==> src/logic/dcsw_pkg.sv <==
// Package for the drive control/status word block.
// Holds bit positions, setting codes and timing constants; no logic.
package dcsw_pkg;
    // Control word bit positions
    localparam int CW_REF_LO = 0;
    localparam int CW_COAST = 3;
    localparam int CW_QSTOP = 4;
    localparam int CW_FREEZE = 5;
    localparam int CW_START = 6;
    localparam int CW_RESET = 7;
    localparam int CW_JOG1 = 8;
    localparam int CW_RAMP = 9;
    localparam int CW_VALID = 10;
    localparam int CW_RELAY = 11;
    localparam int CW_DOUT = 12;
    localparam int CW_SETUP_LO = 13;
    localparam int CW_REV = 15;

    // Reset value of the latched command word (data valid clear)
    localparam logic [15:0] CW_RESET_VAL = 16'h0000;

    // Active-setup setting codes
    typedef enum logic [1:0] {
        DCSW_SETUP_FIXED = 2'b00,
        DCSW_SETUP_MULTI = 2'b01
    } dcsw_setup_mode_t;

    // Reversing source setting codes
    typedef enum logic [1:0] {
        DCSW_REV_DIGITAL = 2'b00,
        DCSW_REV_SERIAL = 2'b01,
        DCSW_REV_OR = 2'b10,
        DCSW_REV_AND = 2'b11
    } dcsw_rev_src_t;

    // Message profile setting: 0 selects the alternative bus layout
    localparam logic MSG_PROFILE_BUS = 1'b0;

    // Input monitor refresh
    localparam int CLK_HZ = 125_000_000;
    localparam int INPUT_PERIOD_MS = 10;
    localparam int INPUT_PERIOD_CYC = CLK_HZ / 1000 * INPUT_PERIOD_MS;
endpackage

==> src/logic/dcsw_input_sampler.sv <==
// Periodic sampler for the five monitored digital inputs.
// Assumes inputs are already synchronous to clk_in.
`timescale 1ns/1ps
`default_nettype none
module dcsw_input_sampler #(
    parameter int PERIOD_CYC = dcsw_pkg::INPUT_PERIOD_CYC
) (
    // Clock and reset
    input wire logic clk_in,
    input wire logic rst_in,
    // Raw inputs and sampled copy
    input wire logic [4:0] din_in,
    output logic [4:0] din_out
);
    typedef struct packed {
        logic [31:0] cnt;
        logic [4:0] held;
    } dcsw_smp_state_t;

    dcsw_smp_state_t s_reg;
    dcsw_smp_state_t s_next;

    // Sampling every cycle would be fine too; the refresh bounds latency
    always_comb begin
        s_next = s_reg;
        if (s_reg.cnt >= 32'(PERIOD_CYC - 1)) begin
            s_next.cnt = '0;
            s_next.held = din_in;
        end else begin
            s_next.cnt = s_reg.cnt + 32'd1;
        end
    end

    always_ff @(posedge clk_in or posedge rst_in) begin
        if (rst_in) begin
            s_reg <= '0;
        end else begin
            s_reg <= s_next;
        end
    end

    assign din_out = s_reg.held;
endmodule
`default_nettype wire

==> src/logic/dcsw_core.sv <==
// Drive control word decoder and status word assembler.
// Assumes the link layer presents each received control word with a
// one-cycle strobe, and drive state as plain synchronous levels.
`timescale 1ns/1ps
`default_nettype none
module dcsw_core #(
    parameter int INPUT_PERIOD_CYC = dcsw_pkg::INPUT_PERIOD_CYC
) (
    // Clock and reset
    input wire logic clk_in,
    input wire logic rst_in,
    // Received control word
    input wire logic [15:0] cmd_word_in,
    input wire logic cmd_strobe_in,
    // Configuration
    input wire logic msg_profile_in,
    input wire logic direct_input_profile_in,
    input wire logic [1:0] setup_mode_in,
    input wire logic [1:0] rev_src_in,
    input wire logic rev_digital_in,
    input wire logic local_stop_in,
    input wire logic local_op_in,
    // Drive state
    input wire logic drive_ready_in,
    input wire logic coast_di_in,
    input wire logic fault_in,
    input wire logic lock_fault_in,
    input wire logic power_removed_in,
    input wire logic warning_in,
    input wire logic speed_at_ref_in,
    input wire logic freq_at_limit_in,
    input wire logic freq_nonzero_in,
    input wire logic start_di_in,
    input wire logic dc_volt_bad_in,
    input wire logic over_current_in,
    input wire logic over_temp_in,
    // Monitored inputs: 27, 18, 19, 29, 33
    input wire logic [4:0] din_in,
    // Decoded commands
    output logic ramp2_sel_out,
    output logic relay_out,
    output logic dig_out,
    output logic [1:0] setup_sel_out,
    output logic reverse_out,
    output logic start_out,
    output logic coast_n_out,
    output logic quick_stop_n_out,
    output logic freeze_n_out,
    output logic [2:0] off_n_out,
    output logic jog1_out,
    output logic jog2_out,
    output logic [1:0] preset_ref_out,
    output logic slow_down_out,
    output logic catch_up_out,
    output logic trip_reset_out,
    // Returned status word
    output logic [15:0] status_word_out
);
    typedef struct packed {
        logic [15:0] cw;
        logic cw_reset_prev;
        logic tripped;
        logic locked;
        logic reset_pulse;
        logic [15:0] status;
    } dcsw_core_state_t;

    dcsw_core_state_t s_reg;
    dcsw_core_state_t s_next;
    typedef dcsw_pkg::dcsw_rev_src_t dcsw_rev_t;
    logic [4:0] din_held;
    logic serial_ok;
    logic bus_layout;
    logic accept;
    logic coast_active;
    logic reset_edge;
    logic [15:0] cw_in_next;
    logic [15:0] native_word;

    // ----------------------------------------------------------------
    // Input monitor
    // ----------------------------------------------------------------
    dcsw_input_sampler #(
        .PERIOD_CYC(INPUT_PERIOD_CYC)
    ) u_sampler (
        .clk_in(clk_in),
        .rst_in(rst_in),
        .din_in(din_in),
        .din_out(din_held)
    );

    // ----------------------------------------------------------------
    // Next state
    // ----------------------------------------------------------------
    always_comb begin
        s_next = s_reg;
        serial_ok = !(local_stop_in || local_op_in);
        bus_layout = (msg_profile_in == dcsw_pkg::MSG_PROFILE_BUS);
        // Words with data valid clear, or refused locally, change nothing
        accept = cmd_strobe_in && cmd_word_in[dcsw_pkg::CW_VALID] && serial_ok;
        cw_in_next = accept ? cmd_word_in : s_reg.cw;
        s_next.cw = cw_in_next;
        s_next.cw_reset_prev = cw_in_next[dcsw_pkg::CW_RESET];
        reset_edge = cw_in_next[dcsw_pkg::CW_RESET] && !s_reg.cw_reset_prev;
        s_next.reset_pulse = reset_edge;

        // Trip: set wins over reset
        if (fault_in) begin
            s_next.tripped = 1'b1;
        end else if (reset_edge && !s_reg.locked) begin
            s_next.tripped = 1'b0;
        end
        // Lock clears only after power removal, never by a reset
        if (lock_fault_in) begin
            s_next.locked = 1'b1;
        end else if (power_removed_in) begin
            s_next.locked = 1'b0;
        end

        coast_active = !cw_in_next[dcsw_pkg::CW_COAST] || coast_di_in;
        native_word = '0;
        native_word[0] = drive_ready_in && !s_reg.tripped;
        native_word[1] = drive_ready_in && coast_active;
        native_word[2] = !coast_active;
        native_word[3] = s_reg.tripped;
        native_word[6] = s_reg.locked;
        native_word[7] = warning_in;
        native_word[8] = speed_at_ref_in;
        native_word[9] = serial_ok;
        native_word[10] = !freq_at_limit_in;
        native_word[11] = start_di_in || cw_in_next[dcsw_pkg::CW_START]
            || freq_nonzero_in;
        native_word[13] = dc_volt_bad_in;
        native_word[14] = over_current_in;
        native_word[15] = over_temp_in;
        if (direct_input_profile_in) begin
            native_word[5] = din_held[0];
            native_word[12] = din_held[1];
            native_word[13] = din_held[2];
            native_word[14] = din_held[3];
            native_word[15] = din_held[4];
        end
        s_next.status = native_word;
    end

    always_ff @(posedge clk_in or posedge rst_in) begin
        if (rst_in) begin
            s_reg <= '{cw: dcsw_pkg::CW_RESET_VAL, default: '0};
        end else begin
            s_reg <= s_next;
        end
    end

    // ----------------------------------------------------------------
    // Registered command outputs
    // ----------------------------------------------------------------
    always_ff @(posedge clk_in or posedge rst_in) begin
        if (rst_in) begin
            ramp2_sel_out <= 1'b0;
            relay_out <= 1'b0;
            dig_out <= 1'b0;
            setup_sel_out <= 2'b00;
            reverse_out <= 1'b0;
            start_out <= 1'b0;
            coast_n_out <= 1'b0;
            quick_stop_n_out <= 1'b0;
            freeze_n_out <= 1'b0;
            off_n_out <= 3'b000;
            jog1_out <= 1'b0;
            jog2_out <= 1'b0;
            preset_ref_out <= 2'b00;
            slow_down_out <= 1'b0;
            catch_up_out <= 1'b0;
            trip_reset_out <= 1'b0;
            status_word_out <= 16'h0000;
        end else begin
            coast_n_out <= s_reg.cw[dcsw_pkg::CW_COAST];
            quick_stop_n_out <= s_reg.cw[dcsw_pkg::CW_QSTOP];
            freeze_n_out <= s_reg.cw[dcsw_pkg::CW_FREEZE];
            start_out <= s_reg.cw[dcsw_pkg::CW_START];
            trip_reset_out <= s_reg.reset_pulse;
            if (setup_mode_in == dcsw_pkg::DCSW_SETUP_MULTI) begin
                setup_sel_out <= s_reg.cw[dcsw_pkg::CW_SETUP_LO +: 2];
            end
            unique case (dcsw_rev_t'(rev_src_in))
                dcsw_pkg::DCSW_REV_DIGITAL: reverse_out <= rev_digital_in;
                dcsw_pkg::DCSW_REV_SERIAL: reverse_out <= s_reg.cw[dcsw_pkg::CW_REV];
                dcsw_pkg::DCSW_REV_OR: reverse_out <= s_reg.cw[dcsw_pkg::CW_REV]
                    || rev_digital_in;
                dcsw_pkg::DCSW_REV_AND: reverse_out <= s_reg.cw[dcsw_pkg::CW_REV]
                    && rev_digital_in;
            endcase
            if (bus_layout) begin
                // Alternative layout; slow-down wins over catch-up
                off_n_out <= s_reg.cw[2:0];
                jog1_out <= s_reg.cw[dcsw_pkg::CW_JOG1];
                jog2_out <= s_reg.cw[dcsw_pkg::CW_RAMP];
                slow_down_out <= s_reg.cw[dcsw_pkg::CW_RELAY];
                catch_up_out <= s_reg.cw[dcsw_pkg::CW_DOUT] && !s_reg.cw[dcsw_pkg::CW_RELAY];
                preset_ref_out <= 2'b00;
                ramp2_sel_out <= 1'b0;
                relay_out <= 1'b0;
                dig_out <= 1'b0;
            end else begin
                off_n_out <= 3'b111;
                jog1_out <= s_reg.cw[dcsw_pkg::CW_JOG1];
                jog2_out <= 1'b0;
                slow_down_out <= 1'b0;
                catch_up_out <= 1'b0;
                preset_ref_out <= s_reg.cw[dcsw_pkg::CW_REF_LO +: 2];
                ramp2_sel_out <= s_reg.cw[dcsw_pkg::CW_RAMP];
                relay_out <= s_reg.cw[dcsw_pkg::CW_RELAY];
                dig_out <= s_reg.cw[dcsw_pkg::CW_DOUT];
            end
            status_word_out <= s_reg.status;
        end
    end
endmodule
`default_nettype wire

==> config.mk <==
export PLATFORM = sky130hd
export DESIGN_NAME = dcsw_core
export DESIGN_NICKNAME = d
export VERILOG_FILES = /design/src/logic/dcsw_pkg.sv /design/src/logic/dcsw_input_sampler.sv /design/src/logic/dcsw_core.sv
export SDC_FILE = /design/constraint.sdc
export NUM_CORES = 1
export LEC_CHECK = 0
export BUFFER_PORTS_ARGS = -buffer_cell sky130_fd_sc_hd__buf_2
export CORE_MARGIN = 5
export CORE_UTILIZATION = 25
export CTS_CLUSTER_DIAMETER = 80
export CTS_CLUSTER_SIZE = 28
export DETAILED_ROUTE_END_ITERATION = 8
export PLACE_DENSITY = 0.41
export SYNTH_ARGS = -nofsm -noshare
export SYNTH_HDL_FRONTEND = slang
export SYNTH_SLANG_ARGS = --single-unit
==> constraint.sdc <==
create_clock -name clk_in -period 3 [get_ports clk_in]
set_clock_uncertainty 0.2 [all_clocks]
set_input_delay 0.3 -clock clk_in [delete_from_list [all_inputs] [get_ports clk_in]]
set_output_delay 0.3 -clock clk_in [all_outputs]
set_load 0.01 [all_outputs]
# Word level (Yosys, flattened, before mapping)
# Cells that the tools add are included.
[word_totals]
mem_bits_ro = 0
ff_bits = 107
latchBits = 0
wordCells = 73
memories = 0
ramBits = 0
input_bits = 46
[classes]
n_shift = 0
bitwise_logic = 0
addsub = 1
mul = 0
n_reduce_logical = 24
mux = 17
magnitude_cmp = 1
n_div = 0
n_eq_ne = 4
[op_table]
columns = ["cell", "n"]
rows = [
  ["adder 32 x 1 -> 32 bit (second input constant)", 1],
  [">= comparator 32 x 21 -> 1 bit (second input constant)", 1],
  ["2-to-1 mux 32 bit", 1],
  ["2-to-1 mux 1 bit", 11],
  ["logical AND 1 bit", 8],
  ["zero test 1 bit", 8],
  ["2-to-1 mux 8 bit", 1],
  ["logical OR 1 bit", 5],
  ["== test 2 x 1 -> 1 bit (second input constant)", 2],
  ["== test 2 bit (second input constant)", 2],
  ["2-to-1 mux 4 bit", 1],
  ["one-hot mux 1 bit (4 select lines)", 1],
  ["nonzero test 2 bit", 2],
  ["2-to-1 mux 3 bit", 1],
  ["zero test 2 bit", 1],
  ["2-to-1 mux 2 bit", 1],
]

# Longest topological paths before layout
# Gate-level depths: netlist of the first run.
[depth]
word_depth = 8
ltp_mapped = 8

# Cells and area by module
# A second synthesis of the first run with hierarchy kept.
[hier_totals]
cells_unflattened = 299
hier_area_um2 = 4012.6
[by_module_without_submodules]
columns = ["module", "n_inst", "cells_each", "area_per_inst_um2", "seq_area_each_um2"]
rows = [
  ["dcsw_core", 1, 126, 2164.6, 1701.6],
  ["dcsw_input_sampler", 1, 173, 1848.0, 925.9],
]

# Least setup slack after synthesis of the first run
# No wires, ideal clock.
[synth_path]
kind = "flip-flop to flip-flop"
start = "reg u_sampler.s_reg[5] in the netlist's numbering"
end = "reg u_sampler.s_reg[8] in the netlist's numbering"
setup_slack_ps = 944
stages_incl_launch_ff = 9
required_ps = 2655
n_path_buf = 3
setup_time_ps = 145
arrival_ps = 1711
path_cell_list = "dfrtp_1 > ha_1 > buf_2 > a311oi_1 > or4_1 > buf_2 > a21oi_4 > buf_6 > nor3_2"
[synth_lines]
columns = ["item", "line", "rtl"]
rows = [
  ["start, declared", "dcsw_input_sampler.sv:20", "dcsw_smp_state_t s_reg;"],
  ["start signal, assigned", "dcsw_input_sampler.sv:38", "s_reg <= s_next;"],
]

# Final worst setup path of the first run
[layout_path]
start = "in local_stop_in"
end = "reg s_reg[11] in the netlist's numbering"
[layout_via]
elab_chain_cells = 6
[layout_lines]
columns = ["item", "line", "rtl"]
rows = [
  ["start, declared", "dcsw_core.sv:21", "input wire logic local_stop_in,"],
  ["logical OR 1 bit", "dcsw_core.sv:97", "serial_ok = !(local_stop_in || local_op_in);"],
  ["zero test 1 bit", "dcsw_core.sv:97", ""],
  ["logical AND 1 bit", "dcsw_core.sv:100", "accept = cmd_strobe_in && cmd_word_in[dcsw_pkg::CW_VALID] && serial_ok;"],
  ["2-to-1 mux 8 bit", "dcsw_core.sv:101", "cw_in_next = accept ? cmd_word_in : s_reg.cw;"],
  ["via cw_in_next[6]", "dcsw_core.sv:77", "logic [15:0] cw_in_next;"],
  ["logical OR 1 bit", "dcsw_core.sv:131", "native_word[11] = start_di_in || cw_in_next[dcsw_pkg::CW_START]"],
  ["logical OR 1 bit", "dcsw_core.sv:132", "|| freq_nonzero_in;"],
  ["via native_word[11]", "dcsw_core.sv:78", "logic [15:0] native_word;"],
  ["end signal, assigned", "dcsw_core.sv:150", "s_reg <= s_next;"],
  ["end, declared", "dcsw_core.sv:68", "dcsw_core_state_t s_reg;"],
]
# The timed path passes the listed nets, and every way through them passes these cells.
# A chain may end at the register's enable or synchronous reset.

==> metrics.cfg, run 1 <==
[pwr]
power.internal_mw=2.27
leakagePower_nw=2.37
finalPower_mw=2.99
p_comb_share_pct=9.7
power.density_nw_per_um2=553
p_clk_share_pct=37.1
switching_share_pct=24.0
seq_power_share_pct=53.2
ir_worst_vdd_mv=0.268
p_sw_mw=0.718

[sta]
period_needed_ns=2.62
final.period_utilization_pct=87.2
setup_viol=0
clock.fmax_mhz=382
hold_viol_final=0
fin_ws_ns=0.385
drv_slew=0
tns_ns=0
tightest_slew_ns=0.576
rsz0062_at_grt=no
slew-limit-headroom_pct=61.6

[routing]
drtPass1Iterations=4
detail-route-antenna-nets=0
drt_iter0_drc=103
wirelength_um=8280
drcViolationCount=0
via_per_inst=4.21
wl_per_cell_um=13.0
vias=2675

[floorplan]
die_area_um2=19000
core_area_um2=15900
rows=46
dieWidth_um=138
initial_core_util_pct=25.6
die_y_um=138
io_pins=82

[global_routing]
antenna_found_initial=0
grt_pass1_vias=2809
gr-total-overflow=0
grt_pass1_wl_um=14200
grt_usage_pct=9.50
grt_max_degree=60

[cells_and_area]
regArea_um2=2630
areaGrowthSynthToFinish_pct=32.3
drive_gt1_share_pct=36.2
final_nets=463
finalInstanceArea_um2=5400
n_fill_cell=1615
largest_reg_flops=32
multi_input_area_um2=1400
antenna_cells=0

[placed_design]
dp_hpwl_um=5650
dp_slack_ns=0.613
routabilityCongestion=0.713
post_dp_cell_area_um2=4800
portBuffers=80

[logic_synthesis]
yosys_warnings=0
synth-edff-count=0
synth_top_area_cell=dfrtp_1
yosys-top-cells-area=dfrtp_1 64%, mux2_2 5.5%, a211oi_2 2.8%
synth.cell_area_um2=4080
synthFlopType=dfrtp_1
synth_common_cells=105 x dfrtp_1, 20 x mux2_2, 11 x nor3_2
synth_top_area_share_pct=64.4
seq_area_frac_synth_pct=64.4
syn_avg_cell_area_um2=14.1
synth_async_sr_flop_share_pct=100
synth.most_common_cell=dfrtp_1
ys_types=47
syn_inst=289
synth_seq_cells=105

[setup_path]
endpoint_kind=register
r2r_end=u_sampler.s_reg[17]
cp_common_cell=dlygate4sd3_1
r2r_start=u_sampler.s_reg[5]
crit_slowest_cell=dlygate4sd3_1
path_max_fanout=5
worst-r2r-cell-count=6
critPathTopFamily=buffers and inverters
path_cells=dlygate4sd3_1 > buf_2 > nor4bb_4 > mux2_2 > or3_1 > dlygate4sd3_1
critical_path_class=in2reg
r2r_slack_ns=0.64
path_buf_inv=3
required_ns=3.03
arrival_ns=2.64
slowest_delay_ns=0.55
crit_path_start_kind=primary input

[min_path]
hp-class=in2reg
whs_endpoint=u_sampler.din_out[4]
hold_depth=3
min_from=din_in[4]

[clocking]
cts_tree=yes
clk_pin_slew_ns=0.07
cts_buffer_depth=2
ctsHoldBuffers=32
root_buffer=clkbuf_16
cts_sinks=105
cts_buffers=9
clock_latency_ns=0.34
cts_htree_levels=3
post_cts_resized=0
post_cts_buffers=0

[outcome]
outcome=complete, no violations

[job]
maxCapViolations=0

-- tightest hold or removal path, cell delays in order --
cell     delay (ns)
buf_2          0.10
mux2i_1        0.06
nand3_1        0.06
-- logic make-up after synthesis --
kind of cell	synth area share [%]
xor+xnor	2.15
fa+ha+maj	0.307
buf+inv	2.58
mux	6.75
compound gates	8.68
simple gates	15.0
other cells	0.0919
flops	64.4
-- power by group through the flow --
stage / logic [mW] / registers [mW] / clock network, mW
floorplan: 0.110 / 1.64 / 0
global placement: 0.264 / 1.61 / 0
detailed placement: 0.266 / 1.62 / 0
CTS: 0.298 / 1.59 / 1.17
global route: 0.324 / 1.61 / 1.21
finish: 0.289 / 1.59 / 1.11
-- area by class of cell --
cell class / count / share of cell area, %
repair buffers: 120 / 14.7
multi-input cells: 174 / 26.0
well taps: 216 / 5.01
clock inverters: 6 / 0.974
clock buffers: 9 / 4.17
inverters: 6 / 0.487
flip-flops and latches: 105 / 48.7
-- layer usage --
metal	wire, µm	part of all wire, %	vias to the layer above	global-route usage (%)
met5	0	0	-	0
met4	115	1.4	0	3.95
met3	629	7.6	9	3.73
met2	3950	48	64	14.6
met1	3580	43	1322	11.9
li1	-	-	1280	-
-- placed cells by master (no fill, tap or decap), types with 4 or more instances in the layout --
cell           instances
a211oi_2               9
a21boi_0               5
and2_1                10
buf_2                 80
buf_4                  7
clkbuf_16              9
conb_1                12
dfrtp_1              105
dlygate4sd3_1         32
inv_1                  5
mux2_2                20
mux2i_1                5
nand2_1                6
nand3_1               10
nand4_1                6
nand4b_1               5
nor2b_1                6
nor3_2                11
o2111ai_1              5
o21ai_0                9
or3_1                  7
or4_1                  4
xor2_1                 8
-- worst max path at each step --
stage / start / to / slack (ns) / cells past startpoint
floorplan: u_sampler.s_reg[5] / u_sampler.s_reg[8] / 0.94 / 8
global placement: u_sampler.s_reg[5] / u_sampler.s_reg[16] / 0.70 / 6
detailed placement: u_sampler.s_reg[5] / u_sampler.s_reg[16] / 0.61 / 6
CTS: local_stop_in / s_reg[11] / 0.38 / 6
global route: local_stop_in / s_reg[11] / 0.29 / 6
finish: local_stop_in / s_reg[11] / 0.38 / 6
-- stage by stage --
stage | instances | hold WS, ns | util [%]
after CTS | 636 | 0.00113 | 33.9
after global placement | 589 | 0.132 | 30.1
final | 636 | 0.0138 | 33.9
after detailed placement | 589 | 0.135 | 30.1
after global routing | 636 | 0.00826 | 33.9
after floorplan | 300 | 0.131 | -
Note: power is estimated with default switching activity, not from simulation.
==> run 2: changes to the inputs <==
- CORE_ASPECT_RATIO: not set -> 1.75
- PLACE_DENSITY: 0.41 -> 0.4
- clock period: 3 -> 2.75 ns (I/O delays scaled with it)
==> metrics.cfg, run 2 (same netlist as run 1, synthesis figures left out) <==
[sta]
tightest_slew_ns=0.710  ; +0.134 ns
hold_viol_final=0  ; unchanged
rsz0062_at_grt=no
tns_ns=0  ; unchanged
drv_slew=0  ; unchanged
fin_hold_ws_ns=0.0293  ; +0.0155 ns
fin_ws_ns=0.0539  ; -0.331 ns
period_needed_ns=2.70
slew-limit-headroom_pct=52.5  ; -9.0 points
final.period_utilization_pct=98.0
clock.fmax_mhz=371
setup_viol=0  ; unchanged

[clocking]
root_buffer=clkbuf_16
cts_buffer_depth=2  ; unchanged
cts_sinks=105  ; unchanged
post_cts_buffers=0  ; unchanged
cts_buffers=9  ; unchanged
cts_htree_levels=3  ; unchanged
clk_pin_slew_ns=0.08  ; about the same
post_cts_resized=0  ; unchanged
clock_latency_ns=0.35  ; about the same
cts_tree=yes

[setup_path]
arrival_ns=2.73  ; +0.09 ns
critPathTopFamily=buffers and inverters
required_ns=2.78  ; -0.25 ns
cp_common_cell=dlygate4sd3_1
crit_slowest_cell=dlygate4sd3_1
path_max_fanout=8  ; +3
path_buf_inv=3  ; unchanged
slowest_delay_ns=0.55  ; about the same
crit_path_start_kind=primary input
critical_path_class=in2reg
path_cells=dlygate4sd3_1 > buf_2 > nor4bb_4 > mux2_2 > or3_1 > dlygate4sd3_1
endpoint_kind=register

[cells_and_area]
areaGrowthSynthToFinish_pct=34.4
largest_reg_flops=32  ; unchanged
final_common_cell=dfrtp_1
final_nets=472  ; +1.9%
antenna_cells=0  ; unchanged
drive_gt1_share_pct=36.0  ; -0.14 points
final_cell_mix=105 x dfrtp_1, 80 x buf_2, 39 x dlygate4sd3_1
stdcell_count=619  ; -2.7%

[routing]
vias=2710  ; +1.3%
drcViolationCount=0  ; unchanged
drtPass1Iterations=4  ; unchanged
detail-route-antenna-nets=0  ; unchanged
via_per_inst=4.38  ; +4.1%
drt_iter0_drc=63  ; -39%
wl_per_cell_um=14.6  ; +12%
wirelength_um=9010  ; +8.9%

[pwr]
p_sw_mw=0.824  ; +15%
leakagePower_nw=2.42  ; +2.5%
finalPower_mw=3.35  ; +12%
ir_worst_vdd_mv=0.300  ; +12%
power.density_nw_per_um2=611  ; +10%
switching_share_pct=24.6  ; +0.58 points
seq_power_share_pct=51.8  ; -1.4 points
p_clk_share_pct=38.5  ; +1.4 points
p_comb_share_pct=9.7  ; about the same
power.internal_mw=2.52  ; +11%

[global_routing]
met2_usage_pct=18.9  ; +4.3 points
grt_max_degree=55  ; -8.3%
grtUsageMet3_pct=3.53  ; -0.19 points
gr-total-overflow=0  ; unchanged
met1_usage_pct=10.3  ; -1.6 points
grt_usage_pct=10.1  ; +0.61 points
busiest_layer=met2
grt_pass1_wl_um=15100  ; +6.0%
grt_pass1_vias=3019  ; +7.5%
antenna_found_initial=0  ; unchanged

[floorplan]
core_area_um2=16000  ; about the same
io_pins=82  ; unchanged
die_y_um=179  ; +30%
dieWidth_um=107  ; -23%
initial_core_util_pct=25.6  ; about the same
die_area_um2=19100  ; +0.53%
rows=61  ; +33%

[placed_design]
portBuffers=80  ; unchanged
routabilityCongestion=0.701  ; -1.7%
dp_slack_ns=0.428  ; -0.184 ns
place_inst=564  ; -4.2%
dp_hpwl_um=6490  ; +15%

[outcome]
outcome=complete, no violations

[min_path]
hp-class=in2reg

[job]
maxCapViolations=0  ; unchanged

[run 2: cell types whose count changed in the layout (fill, tap and decap cells not counted), sizes merged]
| cell | before | now |
|---|---|---|
| dlygate4sd3 | 32 | 39 |
| clkbuf | 9 | 10 |
| clkinvlp | 3 | 1 |
| inv | 7 | 9 |
| buf | 88 | 90 |
[run 2: stage by stage]
stage                     util, %  instance area, µm²
after CTS                    34.4                5480
after floorplan                 -                4120
after global routing         34.4                5480
after global placement       30.0                4790
final                        34.4                5480
after detailed placement     30.0                4790
[run 2: routing by layer]
layer	routed length, µm	vias to the layer above
li1	-	1299
met4	152	0
met5	0	-
met3	538	9
met2	5060	64
met1	3260	1338
[run 2: timing repair]
action	CTS	global route
setup endpoints to repair	0	0
hold endpoints to repair	65	0
hold buffers	39	0
[run 2: path summary, 6_finish.rpt]
| path | start | end | slack [ns] | cells past startpoint |
|---|---|---|---|---|
| setup / recovery | local_stop_in | s_reg[11] | 0.05 | 6 |
| hold / removal | direct_input_profile_in | s_reg[5] | 0.03 | 2 |
| setup reg to reg | u_sampler.s_reg[5] | u_sampler.s_reg[6] | 0.44 | 6 |
| hold reg to reg | s_reg[9] | status_word_out[9] | 0.15 | 0 |
| max in group asynchronous | rst_in | off_n_out[2] | 1.24 | 4 |
| min in group asynchronous | rst_in | start_out | 0.40 | 3 |
[run 2: cell type report]
class | instances | area (µm²)
fill | 1563 | 10500
sequential | 105 | 2630
multi-input combinational | 174 | 1400
timing repair buffer | 129 | 891
clock buffer | 10 | 239
tap | 189 | 236
clock inverter | 6 | 57.6
inverter | 6 | 26.3
[run 2: power by group through the flow]
stage | clock network (mW) | registers [mW] | logic [mW]
CTS | 1.35 | 1.74 | 0.338
floorplan | 0 | 1.79 | 0.120
global placement | 0 | 1.76 | 0.286
global route | 1.41 | 1.75 | 0.369
detailed placement | 0 | 1.76 | 0.292
finish | 1.29 | 1.73 | 0.326
